$ cat src/hdl/smst_map.svh
// Constants for the safety monitor self-test controller.
// Assumes inclusion by bare name from design and bench files.
`ifndef SMST_MAP_SVH
`define SMST_MAP_SVH
`define SMST_NUM_BUCK 7
`define SMST_NUM_LINREG 4
`define SMST_CLK_HZ 50000000
`define SMST_BLANK_MAX_US 200
`define SMST_BLANK_MAX_CYC ((`SMST_BLANK_MAX_US * (`SMST_CLK_HZ / 1000000)))
`define SMST_STEP_CYC 16
`define SMST_SETTLE_CYC 4
`endif

$ cat src/hdl/smst_pkg.sv
// Types for the safety monitor self-test controller.
// Assumes smst_map.svh is on the include path.
`include "smst_map.svh"
package smst_pkg;
  typedef struct packed {
    logic [`SMST_NUM_BUCK-1:0] buck_ov;
    logic [`SMST_NUM_LINREG-1:0] linreg_ov;
    logic [`SMST_NUM_BUCK-1:0] buck_uv;
    logic [`SMST_NUM_LINREG-1:0] linreg_uv;
  } smst_result_t;
  typedef enum logic [4:0] {
    SMST_IDLE = 5'h01,
    SMST_POWERUP = 5'h02,
    SMST_FORCE = 5'h04,
    SMST_RELEASE = 5'h08,
    SMST_DONE = 5'h10
  } smst_state_t;
endpackage : smst_pkg

$ cat src/hdl/smst_sync.sv
// Two-flop synchroniser for a bus of asynchronous levels.
// Assumes inputs come from outside the sys_clk domain.
module smst_sync #(
  parameter int WIDTH = 1
) (
  // Clock and reset
  input wire logic sys_clk,
  input wire logic sys_rst,
  // Data
  input wire logic [WIDTH-1:0] async_in,
  output logic [WIDTH-1:0] sync_out
);
  logic [WIDTH-1:0] stage1_reg;
  logic [WIDTH-1:0] stage2_reg;
  always_ff @(posedge sys_clk) begin
    if (sys_rst) begin
      stage1_reg <= '0;
      stage2_reg <= '0;
    end else begin
      stage1_reg <= async_in;
      stage2_reg <= stage1_reg;
    end
  end
  assign sync_out = stage2_reg;
endmodule : smst_sync

$ cat src/hdl/smst_ctrl.sv
// Reference drift monitor and over/under-voltage comparator self-test control.
// Assumes analog comparator and drift outputs are asynchronous levels and the
// register interface lives elsewhere, reaching this block through plain ports.
`include "smst_map.svh"
module smst_ctrl
  import smst_pkg::*;
#(
  parameter int NUM_BUCK = `SMST_NUM_BUCK,
  parameter int NUM_LINREG = `SMST_NUM_LINREG,
  parameter int STEP_CYC = `SMST_STEP_CYC,
  parameter int SETTLE_CYC = `SMST_SETTLE_CYC
) (
  // Clock and reset
  input wire logic sys_clk,
  input wire logic sys_rst,
  // Analog status, asynchronous
  input wire logic reference_drift_raw,
  input wire smst_result_t cmp_state_raw,
  // Power state and configuration
  input wire logic power_up_req,
  input wire logic system_on,
  input wire logic drift_fault_bypass_cfg,
  input wire logic reference_drift_irq_mask,
  input wire logic secure_write_en,
  // Host command strobes, one cycle each
  input wire logic go_wr,
  input wire logic go_wr_secure,
  input wire logic drift_flag_clr,
  input wire logic result_clr,
  input wire logic result_clr_secure,
  // Comparator test drive
  output smst_result_t cmp_force,
  output logic monitor_blank,
  // Power control
  output logic switcher_start_allow,
  output logic power_stage_shutdown,
  output logic power_up_fail,
  output logic power_up_proceed,
  // Status
  output logic reference_drift_sense,
  output logic reference_drift_irq_flag,
  output logic reference_drift_irq,
  output logic selftest_on_demand_go,
  output smst_result_t result
);
  localparam int NBITS = 2 * (NUM_BUCK + NUM_LINREG);
  localparam int BLANK_CYC = `SMST_BLANK_MAX_CYC;

  // Two sync flops delay every comparator reading, so a phase must settle
  // for at least three cycles before its samples mean anything.
  if (NUM_BUCK != `SMST_NUM_BUCK || NUM_LINREG != `SMST_NUM_LINREG) begin : g_count_chk
    $error("Regulator counts must match the result layout.");
  end
  if (STEP_CYC < SETTLE_CYC + 2 || SETTLE_CYC < 3) begin : g_settle_chk
    $error("Step length too short for settling.");
  end
  // The step counter is sixteen bits wide.
  if (STEP_CYC > 65535) begin : g_step_chk
    $error("Step length does not fit the step counter.");
  end
  if (2 * STEP_CYC + 4 > BLANK_CYC) begin : g_blank_chk
    $error("Self-test would exceed the blanking limit.");
  end

  logic drift_s;
  smst_result_t cmp_s;
  // Drift and all comparator levels cross into the clock domain together.
  smst_sync #(.WIDTH(1 + NBITS)) u_sync (
    .sys_clk(sys_clk),
    .sys_rst(sys_rst),
    .async_in({reference_drift_raw, cmp_state_raw}),
    .sync_out({drift_s, cmp_s})
  );

  // Self-test sequencer state.
  smst_state_t state_reg, state_next;
  logic [15:0] cnt_reg, cnt_next;
  logic phase_reg, phase_next;
  logic on_demand_reg, on_demand_next;
  logic go_reg, go_next;
  logic blank_reg, blank_next;
  smst_result_t force_reg, force_next;
  smst_result_t seen_hi_reg, seen_hi_next;
  smst_result_t seen_lo_reg, seen_lo_next;
  smst_result_t result_reg, result_next;
  logic pu_fail_reg, pu_fail_next;
  logic pu_proceed_reg, pu_proceed_next;
  logic pu_drift_reg, pu_drift_next;

  // Drift monitor state.
  logic sense_reg, sense_next;
  logic flag_reg, flag_next;
  logic irq_reg, irq_next;
  logic shutdown_reg, shutdown_next;
  logic allow_reg, allow_next;

  // Plain writes are refused while secure writes are enabled.
  function automatic logic go_accepted(input logic sec_en, input logic wr, input logic wr_sec);
    go_accepted = sec_en ? wr_sec : (wr | wr_sec);
  endfunction : go_accepted

  // A run forces every comparator high for one step and low for the next.
  // Samples taken after the settle time record whether each one followed.
  always_comb begin
    state_next = state_reg;
    cnt_next = cnt_reg;
    phase_next = phase_reg;
    on_demand_next = on_demand_reg;
    go_next = go_reg;
    blank_next = blank_reg;
    force_next = force_reg;
    seen_hi_next = seen_hi_reg;
    seen_lo_next = seen_lo_reg;
    result_next = result_reg;
    pu_fail_next = pu_fail_reg;
    pu_proceed_next = pu_proceed_reg;
    pu_drift_next = pu_drift_reg;
    // A run's result write below overrides a clear in the same cycle.
    // result clear, plain or secure strobe per secure_write_en
    if (go_accepted(secure_write_en, result_clr, result_clr_secure)) begin
      result_next = '0;
    end
    unique case (state_reg)
      SMST_IDLE: begin
        if (go_accepted(secure_write_en, go_wr, go_wr_secure) && !go_reg) begin
          go_next = 1'b1;
          on_demand_next = 1'b1;
          blank_next = 1'b1;
          state_next = SMST_FORCE;
          phase_next = 1'b0;
          cnt_next = '0;
          seen_hi_next = '0;
          seen_lo_next = '0;
        end else if (power_up_req) begin
          // Power-up runs without blanking; nothing is monitored yet.
          on_demand_next = 1'b0;
          pu_fail_next = 1'b0;
          pu_proceed_next = 1'b0;
          pu_drift_next = 1'b0;
          seen_hi_next = '0;
          seen_lo_next = '0;
          phase_next = 1'b0;
          cnt_next = '0;
          state_next = SMST_POWERUP;
        end
      end
      SMST_POWERUP: begin
        state_next = SMST_FORCE;
      end
      SMST_FORCE: begin
        force_next = phase_reg ? '0 : '1;
        cnt_next = cnt_reg + 16'h0001;
        if (!on_demand_reg && drift_s) begin
          pu_drift_next = 1'b1;
        end
        if (cnt_reg >= 16'(SETTLE_CYC)) begin
          seen_hi_next = phase_reg ? seen_hi_reg : (seen_hi_reg | cmp_s);
          seen_lo_next = phase_reg ? (seen_lo_reg | ~cmp_s) : seen_lo_reg;
        end
        if (cnt_reg == 16'(STEP_CYC - 1)) begin
          cnt_next = '0;
          if (phase_reg) begin
            state_next = SMST_RELEASE;
          end else begin
            phase_next = 1'b1;
          end
        end
      end
      SMST_RELEASE: begin
        force_next = '0;
        result_next = ~(seen_hi_reg & seen_lo_reg);
        state_next = SMST_DONE;
      end
      SMST_DONE: begin
        if (on_demand_reg) begin
          // Blanking drops one cycle before the go bit, so the host never
          // sees go low while fault response is still held off.
          // restore monitoring
          blank_next = 1'b0;
          if (!blank_reg) begin
            go_next = 1'b0;
            state_next = SMST_IDLE;
          end
        end else begin
          pu_fail_next = pu_drift_reg | drift_s;
          pu_proceed_next = !(pu_drift_reg | drift_s);
          state_next = SMST_IDLE;
        end
      end
      default: begin
        state_next = SMST_IDLE;
      end
    endcase
  end

  always_comb begin
    sense_next = drift_s;
    flag_next = (flag_reg & ~drift_flag_clr) | drift_s;
    irq_next = flag_next & ~reference_drift_irq_mask;
    shutdown_next = shutdown_reg;
    // Shutdown stays latched through the rest of the system-on state so a
    // drift that clears again cannot restart the power stages.
    // shutdown unless bypassed
    if (system_on && drift_s && !drift_fault_bypass_cfg) begin
      shutdown_next = 1'b1;
    end else if (!system_on) begin
      shutdown_next = 1'b0;
    end
    // A failed power-up self-test keeps the switchers blocked until the
    // next power-up run clears it.
    // block switcher start
    allow_next = !drift_s && !pu_fail_next;
  end

  always_ff @(posedge sys_clk) begin
    if (sys_rst) begin
      state_reg <= SMST_IDLE;
      cnt_reg <= '0;
      phase_reg <= 1'b0;
      on_demand_reg <= 1'b0;
      go_reg <= 1'b0;
      blank_reg <= 1'b0;
      force_reg <= '0;
      seen_hi_reg <= '0;
      seen_lo_reg <= '0;
      result_reg <= '0;
      pu_fail_reg <= 1'b0;
      pu_proceed_reg <= 1'b0;
      pu_drift_reg <= 1'b0;
      sense_reg <= 1'b0;
      flag_reg <= 1'b0;
      irq_reg <= 1'b0;
      shutdown_reg <= 1'b0;
      allow_reg <= 1'b0;
    end else begin
      state_reg <= state_next;
      cnt_reg <= cnt_next;
      phase_reg <= phase_next;
      on_demand_reg <= on_demand_next;
      go_reg <= go_next;
      blank_reg <= blank_next;
      force_reg <= force_next;
      seen_hi_reg <= seen_hi_next;
      seen_lo_reg <= seen_lo_next;
      result_reg <= result_next;
      pu_fail_reg <= pu_fail_next;
      pu_proceed_reg <= pu_proceed_next;
      pu_drift_reg <= pu_drift_next;
      sense_reg <= sense_next;
      flag_reg <= flag_next;
      irq_reg <= irq_next;
      shutdown_reg <= shutdown_next;
      allow_reg <= allow_next;
    end
  end

  assign cmp_force = force_reg;
  assign monitor_blank = blank_reg;
  assign switcher_start_allow = allow_reg;
  assign power_stage_shutdown = shutdown_reg;
  assign power_up_fail = pu_fail_reg;
  assign power_up_proceed = pu_proceed_reg;
  assign reference_drift_sense = sense_reg;
  assign reference_drift_irq_flag = flag_reg;
  assign reference_drift_irq = irq_reg;
  assign selftest_on_demand_go = go_reg;
  assign result = result_reg;
endmodule : smst_ctrl

$ cat config.mk
export PLATFORM = sky130hd
export DESIGN_NAME = smst_ctrl
export DESIGN_NICKNAME = d
export VERILOG_FILES = /design/src/hdl/smst_pkg.sv /design/src/hdl/smst_sync.sv /design/src/hdl/smst_ctrl.sv
export VERILOG_INCLUDE_DIRS = /design/src /design/src/hdl
export SDC_FILE = /design/constraint.sdc
export NUM_CORES = 1
export LEC_CHECK = 0
export ABC_AREA = 1
export BUFFER_PORTS_ARGS = -buffer_cell sky130_fd_sc_hd__buf_2
export CAP_MARGIN = 15
export CELL_PAD_IN_SITES_DETAIL_PLACEMENT = 0
export CELL_PAD_IN_SITES_GLOBAL_PLACEMENT = 1
export CORE_MARGIN = 2
export CORE_UTILIZATION = 41
export CTS_BUF_LIST = sky130_fd_sc_hd__clkbuf_16
export DETAILED_ROUTE_END_ITERATION = 16
export PLACE_DENSITY = 0.9
export SLEW_MARGIN = 20
export SYNTH_ARGS = -nofsm -noshare
export SYNTH_HDL_FRONTEND = slang
export SYNTH_SLANG_ARGS = --single-unit
$ cat constraint.sdc
create_clock -name sys_clk -period 1.85 [get_ports sys_clk]
set_input_delay 0.185 -clock sys_clk [delete_from_list [all_inputs] [get_ports sys_clk]]
set_output_delay 0.185 -clock sys_clk [all_outputs]
set_load 0.02 [all_outputs]
==> summary by stage <==
Logic synthesis
The flip-flop and latch count after synthesis is about 150. The portion of synthesized cell area occupied by the leading cell type is between 50% and 60%. By count the netlist is led by sky130_fd_sc_hd__inv_1 (148), sky130_fd_sc_hd__dfxtp_1 (146), sky130_fd_sc_hd__nand2_1 (126). The sequential cell area fraction in the yosys report is about half. After synthesis, the cell types taking the most area are sky130_fd_sc_hd__dfxtp_1 (51%), sky130_fd_sc_hd__inv_1 (9.7%), sky130_fd_sc_hd__nand2_1 (8.2%). The number of enable flip-flop cells after synthesis is 0.

The synthesized design spends more area on one cell type than any other, namely sky130_fd_sc_hd__dfxtp_1. The average instance area after synthesis is roughly 7.6 um2. The most used standard cell by instance count after synthesis is sky130_fd_sc_hd__inv_1.

In this run the cell area of the synthesized design comes to 5742 um2. Synthesis produced a netlist whose cell count is about 750. The share of synthesized flip-flops with an asynchronous set or reset is 0%. The number of nets in the synthesized netlist is between 700 and 800. The count of cell types in the netlist is 27.

During synthesis, Yosys emitted a total of 0 warnings. The flip-flop cell with the highest count after synthesis is sky130_fd_sc_hd__dfxtp_1.

Clock network
The clock net in this run drives a total of ~150 sinks. Clock tree synthesis selected as its root buffer the cell sky130_fd_sc_hd__clkbuf_16. Clock tree synthesis inserted a total of 17 buffers.

Clock-pin slew was measured on the worst setup and hold paths at around 0.060 ns. The clock reaches the later pin of the worst-skew pair after around 0.4 ns. The worst-case clock buffer depth is 2.

The TritonCTS clock tree is yes. CTS built an H-tree with a depth of 4.

Timing
The ratio of final minimum period to clock period is about nine tenths. The worst path in the final design needs a cycle of around 1.7 ns, including I/O delays and setup. For the pin with the worst max-slew slack, the measured transition is 0.5113 ns. Based on the critical path, the design can be clocked at up to around 600 MHz. The total count of max-transition violations in the final report came to 0. Setup repair after global routing left no endpoint under its margin.

For the final database, setup skew stands at 0.01339 ns. The worst relative slew slack is around two thirds. The final-report setup violation count is 0.

The final worst-path setup slack is 0.1509 ns. The number of hold violations in the final report was 0.

Placed design
The estimated wirelength of the detail-placed design is ~7500 um. Routability-driven placement finished with a final weighted congestion of between 0.8 and 0.9. The worst slack after detailed placement is between 0.02 and 0.03 ns.

The total of buffers placed on input and output ports is 87. The count of placed standard cells including taps is 989.

Global routing
The total grt overflow is 0. The via count of the first global-routing pass is ~4.3k. The wire length of the first global-routing pass is about 20,000 um.

The largest net degree at the start of global routing is 94. The total global-route track usage is about 16%. The initial antenna violation count is 0.

Layout
For this run, the share of the core covered by cells in the final layout is 51.30%. The number of antenna diodes in the final layout is 0. The filler cells instantiated in the layout total ~1.3k. In the final layout, the share of cells above drive strength 1 is a little under a fifth. The relative area change from synthesis to final layout is 23.06%.

In the final design database the tool counted 891 nets. Leaving out filler cells and counting taps, the final layout contains 1,043.

Critical path
By instance count, the cell type seen most on the critical path is sky130_fd_sc_hd__nand2_1. The largest single stage delay on the critical path is 0.34 ns. The number of buffers and inverters on the critical path is 2. The worst setup path is of the flip-flop to flip-flop kind. The cell type of the slowest stage on the worst timing path is sky130_fd_sc_hd__dfxtp_2. At the worst endpoint, the required time is approximately 2.1 ns.

STA classifies the critical path startpoint as a flip-flop. At the worst endpoint, the arrival time is 1.99 ns. Walking the worst path, the cells encountered are nor2_2 > nand2_1 > nor2_4 > buf_12 > nand3_1 > nand2_1 > nor2_4 > buf_12 > nand2_1 > a21oi_1.

In this design, the largest share of critical-path delay is due to simple AND/OR/NAND/NOR gates. Of all nets on the critical path, the largest fanout is 21. STA classifies the critical path endpoint as a flip-flop.

Pwr
The overall power consumption is between 0.009 and 0.01 W. For this design the ratio of total power to cell area is ~1400 nW/um2. The peak supply drop is about 0.00075 V.

The leakage power is between 3 and 4 nW.

Detailed routing
After detailed routing, the number of vias per cell comes to around 4.5. The detailed-route via count is approximately 4.7k. Wires add up to between 10,000 and 15,000 um. The first detailed-routing pass took 4 iterations. The detailed router finished its first iteration with between 200 and 250 violations.

After detailed routing, the number of remaining DRC violations is 0. The final routed wire length divided by cell count is 11.39 um. The detail route stage leaves a number of antenna-violating nets equal to 0.

Floorplanning
The width of the chip is approximately 120 um. The number of placement rows is 43. The number of top-level design ports is 88. The die outline area is 14,970 um2. The total core area is around 14,000 um2. Once the floorplan was initialized, standard cells occupied about two fifths of the core. The die is 122.3 um tall.

Worst hold path
The worst hold path belongs to the class input port to flip-flop.

Outcome
The flow ran to the end, and the final reports show no timing, DRC or antenna violations.

Job
The reported max-cap violation count is 0.
[cell type report]
type	count	area, um2	share of cell area (%)
Sequential cell	146	2924	41.38
Tap cell	180	225.2	3.188
Timing Repair Buffer	129	875.8	12.40
Clock inverter	11	101.3	1.434
Multi-Input combinational cell	410	1951	27.61
Clock buffer	17	425.4	6.021
Inverter	150	563.0	7.969
[metal layers]
metal	GRT usage (%)	up-vias	share of wire (%)
li1	-	2489	-
met1	20.37	2050	47
met2	27.43	118	47
met3	4.507	10	5.1
met4	6.250	0	0.93
met5	0	-	0
[cell families after synthesis]
group / after synthesis / synth area share (%)
buffers and inverters: 198 / 15.43
flip-flops: 146 / 50.90
AO/OA/AOI/OAI: 126 / 11.96
adder cells (fa/ha/maj): 2 / 0.4358
AND/OR/NAND/NOR: 281 / 21.27
[worst reg2reg max path, stage by stage, from the launching register on]
cell	delay, ns
sky130_fd_sc_hd__dfxtp_2	0.34
sky130_fd_sc_hd__nor2_2	0.12
sky130_fd_sc_hd__nand2_1	0.12
sky130_fd_sc_hd__nor2_4	0.14
sky130_fd_sc_hd__buf_12	0.17
sky130_fd_sc_hd__nand3_1	0.09
sky130_fd_sc_hd__nand2_1	0.25
sky130_fd_sc_hd__nor2_4	0.08
sky130_fd_sc_hd__buf_12	0.15
sky130_fd_sc_hd__nand2_1	0.07
sky130_fd_sc_hd__a21oi_1	0.06
[path summary, 6_finish.rpt]
kind                                        start                              end  slack [ns]  depth (start not counted)
setup / recovery        state_reg[0]$_SDFFE_PP1P_     seen_hi_reg[20]$_SDFFE_PP0P_        0.15                         10
hold / removal                   cmp_state_raw[2]  u_sync.stage1_reg[2]$_SDFF_PP0_        0.01                          3
hold reg to reg   u_sync.stage1_reg[1]$_SDFF_PP0_    u_sync.sync_out[1]$_SDFF_PP0_        0.40                          2
setup reg to reg        state_reg[0]$_SDFFE_PP1P_     seen_hi_reg[20]$_SDFFE_PP0P_        0.15                         10
[cell usage in the layout (no fill, tap or decap)]
cell type and instances:
sky130_fd_sc_hd__clkinv_4 1, sky130_fd_sc_hd__nand4_1 8, sky130_fd_sc_hd__dfxtp_2 1, sky130_fd_sc_hd__clkinv_1 5
sky130_fd_sc_hd__dfxtp_1 145, sky130_fd_sc_hd__bufinv_16 2, sky130_fd_sc_hd__o21bai_1 3, sky130_fd_sc_hd__nand3_1 49
sky130_fd_sc_hd__buf_4 14, sky130_fd_sc_hd__nand3_2 1, sky130_fd_sc_hd__nor3_1 8, sky130_fd_sc_hd__o21ai_4 1
sky130_fd_sc_hd__nor3_2 1, sky130_fd_sc_hd__o21ai_0 30, sky130_fd_sc_hd__nor2_4 3, sky130_fd_sc_hd__buf_12 5
sky130_fd_sc_hd__inv_1 150, sky130_fd_sc_hd__buf_2 86, sky130_fd_sc_hd__nor2_1 75, sky130_fd_sc_hd__a21oi_2 10
sky130_fd_sc_hd__nor3b_2 1, sky130_fd_sc_hd__dlygate4sd3_1 24, sky130_fd_sc_hd__nor2_2 4, sky130_fd_sc_hd__a21oi_1 81
sky130_fd_sc_hd__nand2_4 2, sky130_fd_sc_hd__clkinv_2 2, sky130_fd_sc_hd__nand4_2 1, sky130_fd_sc_hd__or2_2 3
sky130_fd_sc_hd__inv_2 1, sky130_fd_sc_hd__clkbuf_16 17, sky130_fd_sc_hd__o21ai_2 1, sky130_fd_sc_hd__nand2_1 126
sky130_fd_sc_hd__ha_1 2
[repair_timing]
action,4_1_cts,5_1_grt
gates resized for setup,1,4
pin swaps,0,1
setup buffers,0,1
gates cloned,0,1
endpoints found under the hold margin,24,0
endpoints found under the setup margin,1,28
hold buffers,24,0
[stage by stage]
stage | instance area [um2] | TNS, ns | hold slack [ns]
after global routing | 7066 | 0 | 0.02774
after global placement | 6260 | 0 | 0.3508
final | 7066 | 0 | 0.01057
after CTS | 7028 | -0.009159 | 0.004984
after detailed placement | 6260 | 0 | 0.3536
after floorplan | 5742 | 0 | 0.2643
[power by group]
group	internal [W]	switching (W)
combinational	0.00101	0.00194
sequential	0.00347	0.000140
clock	0.00192	0.00117
No activity file was read; power rests on OpenSTA's default activity.
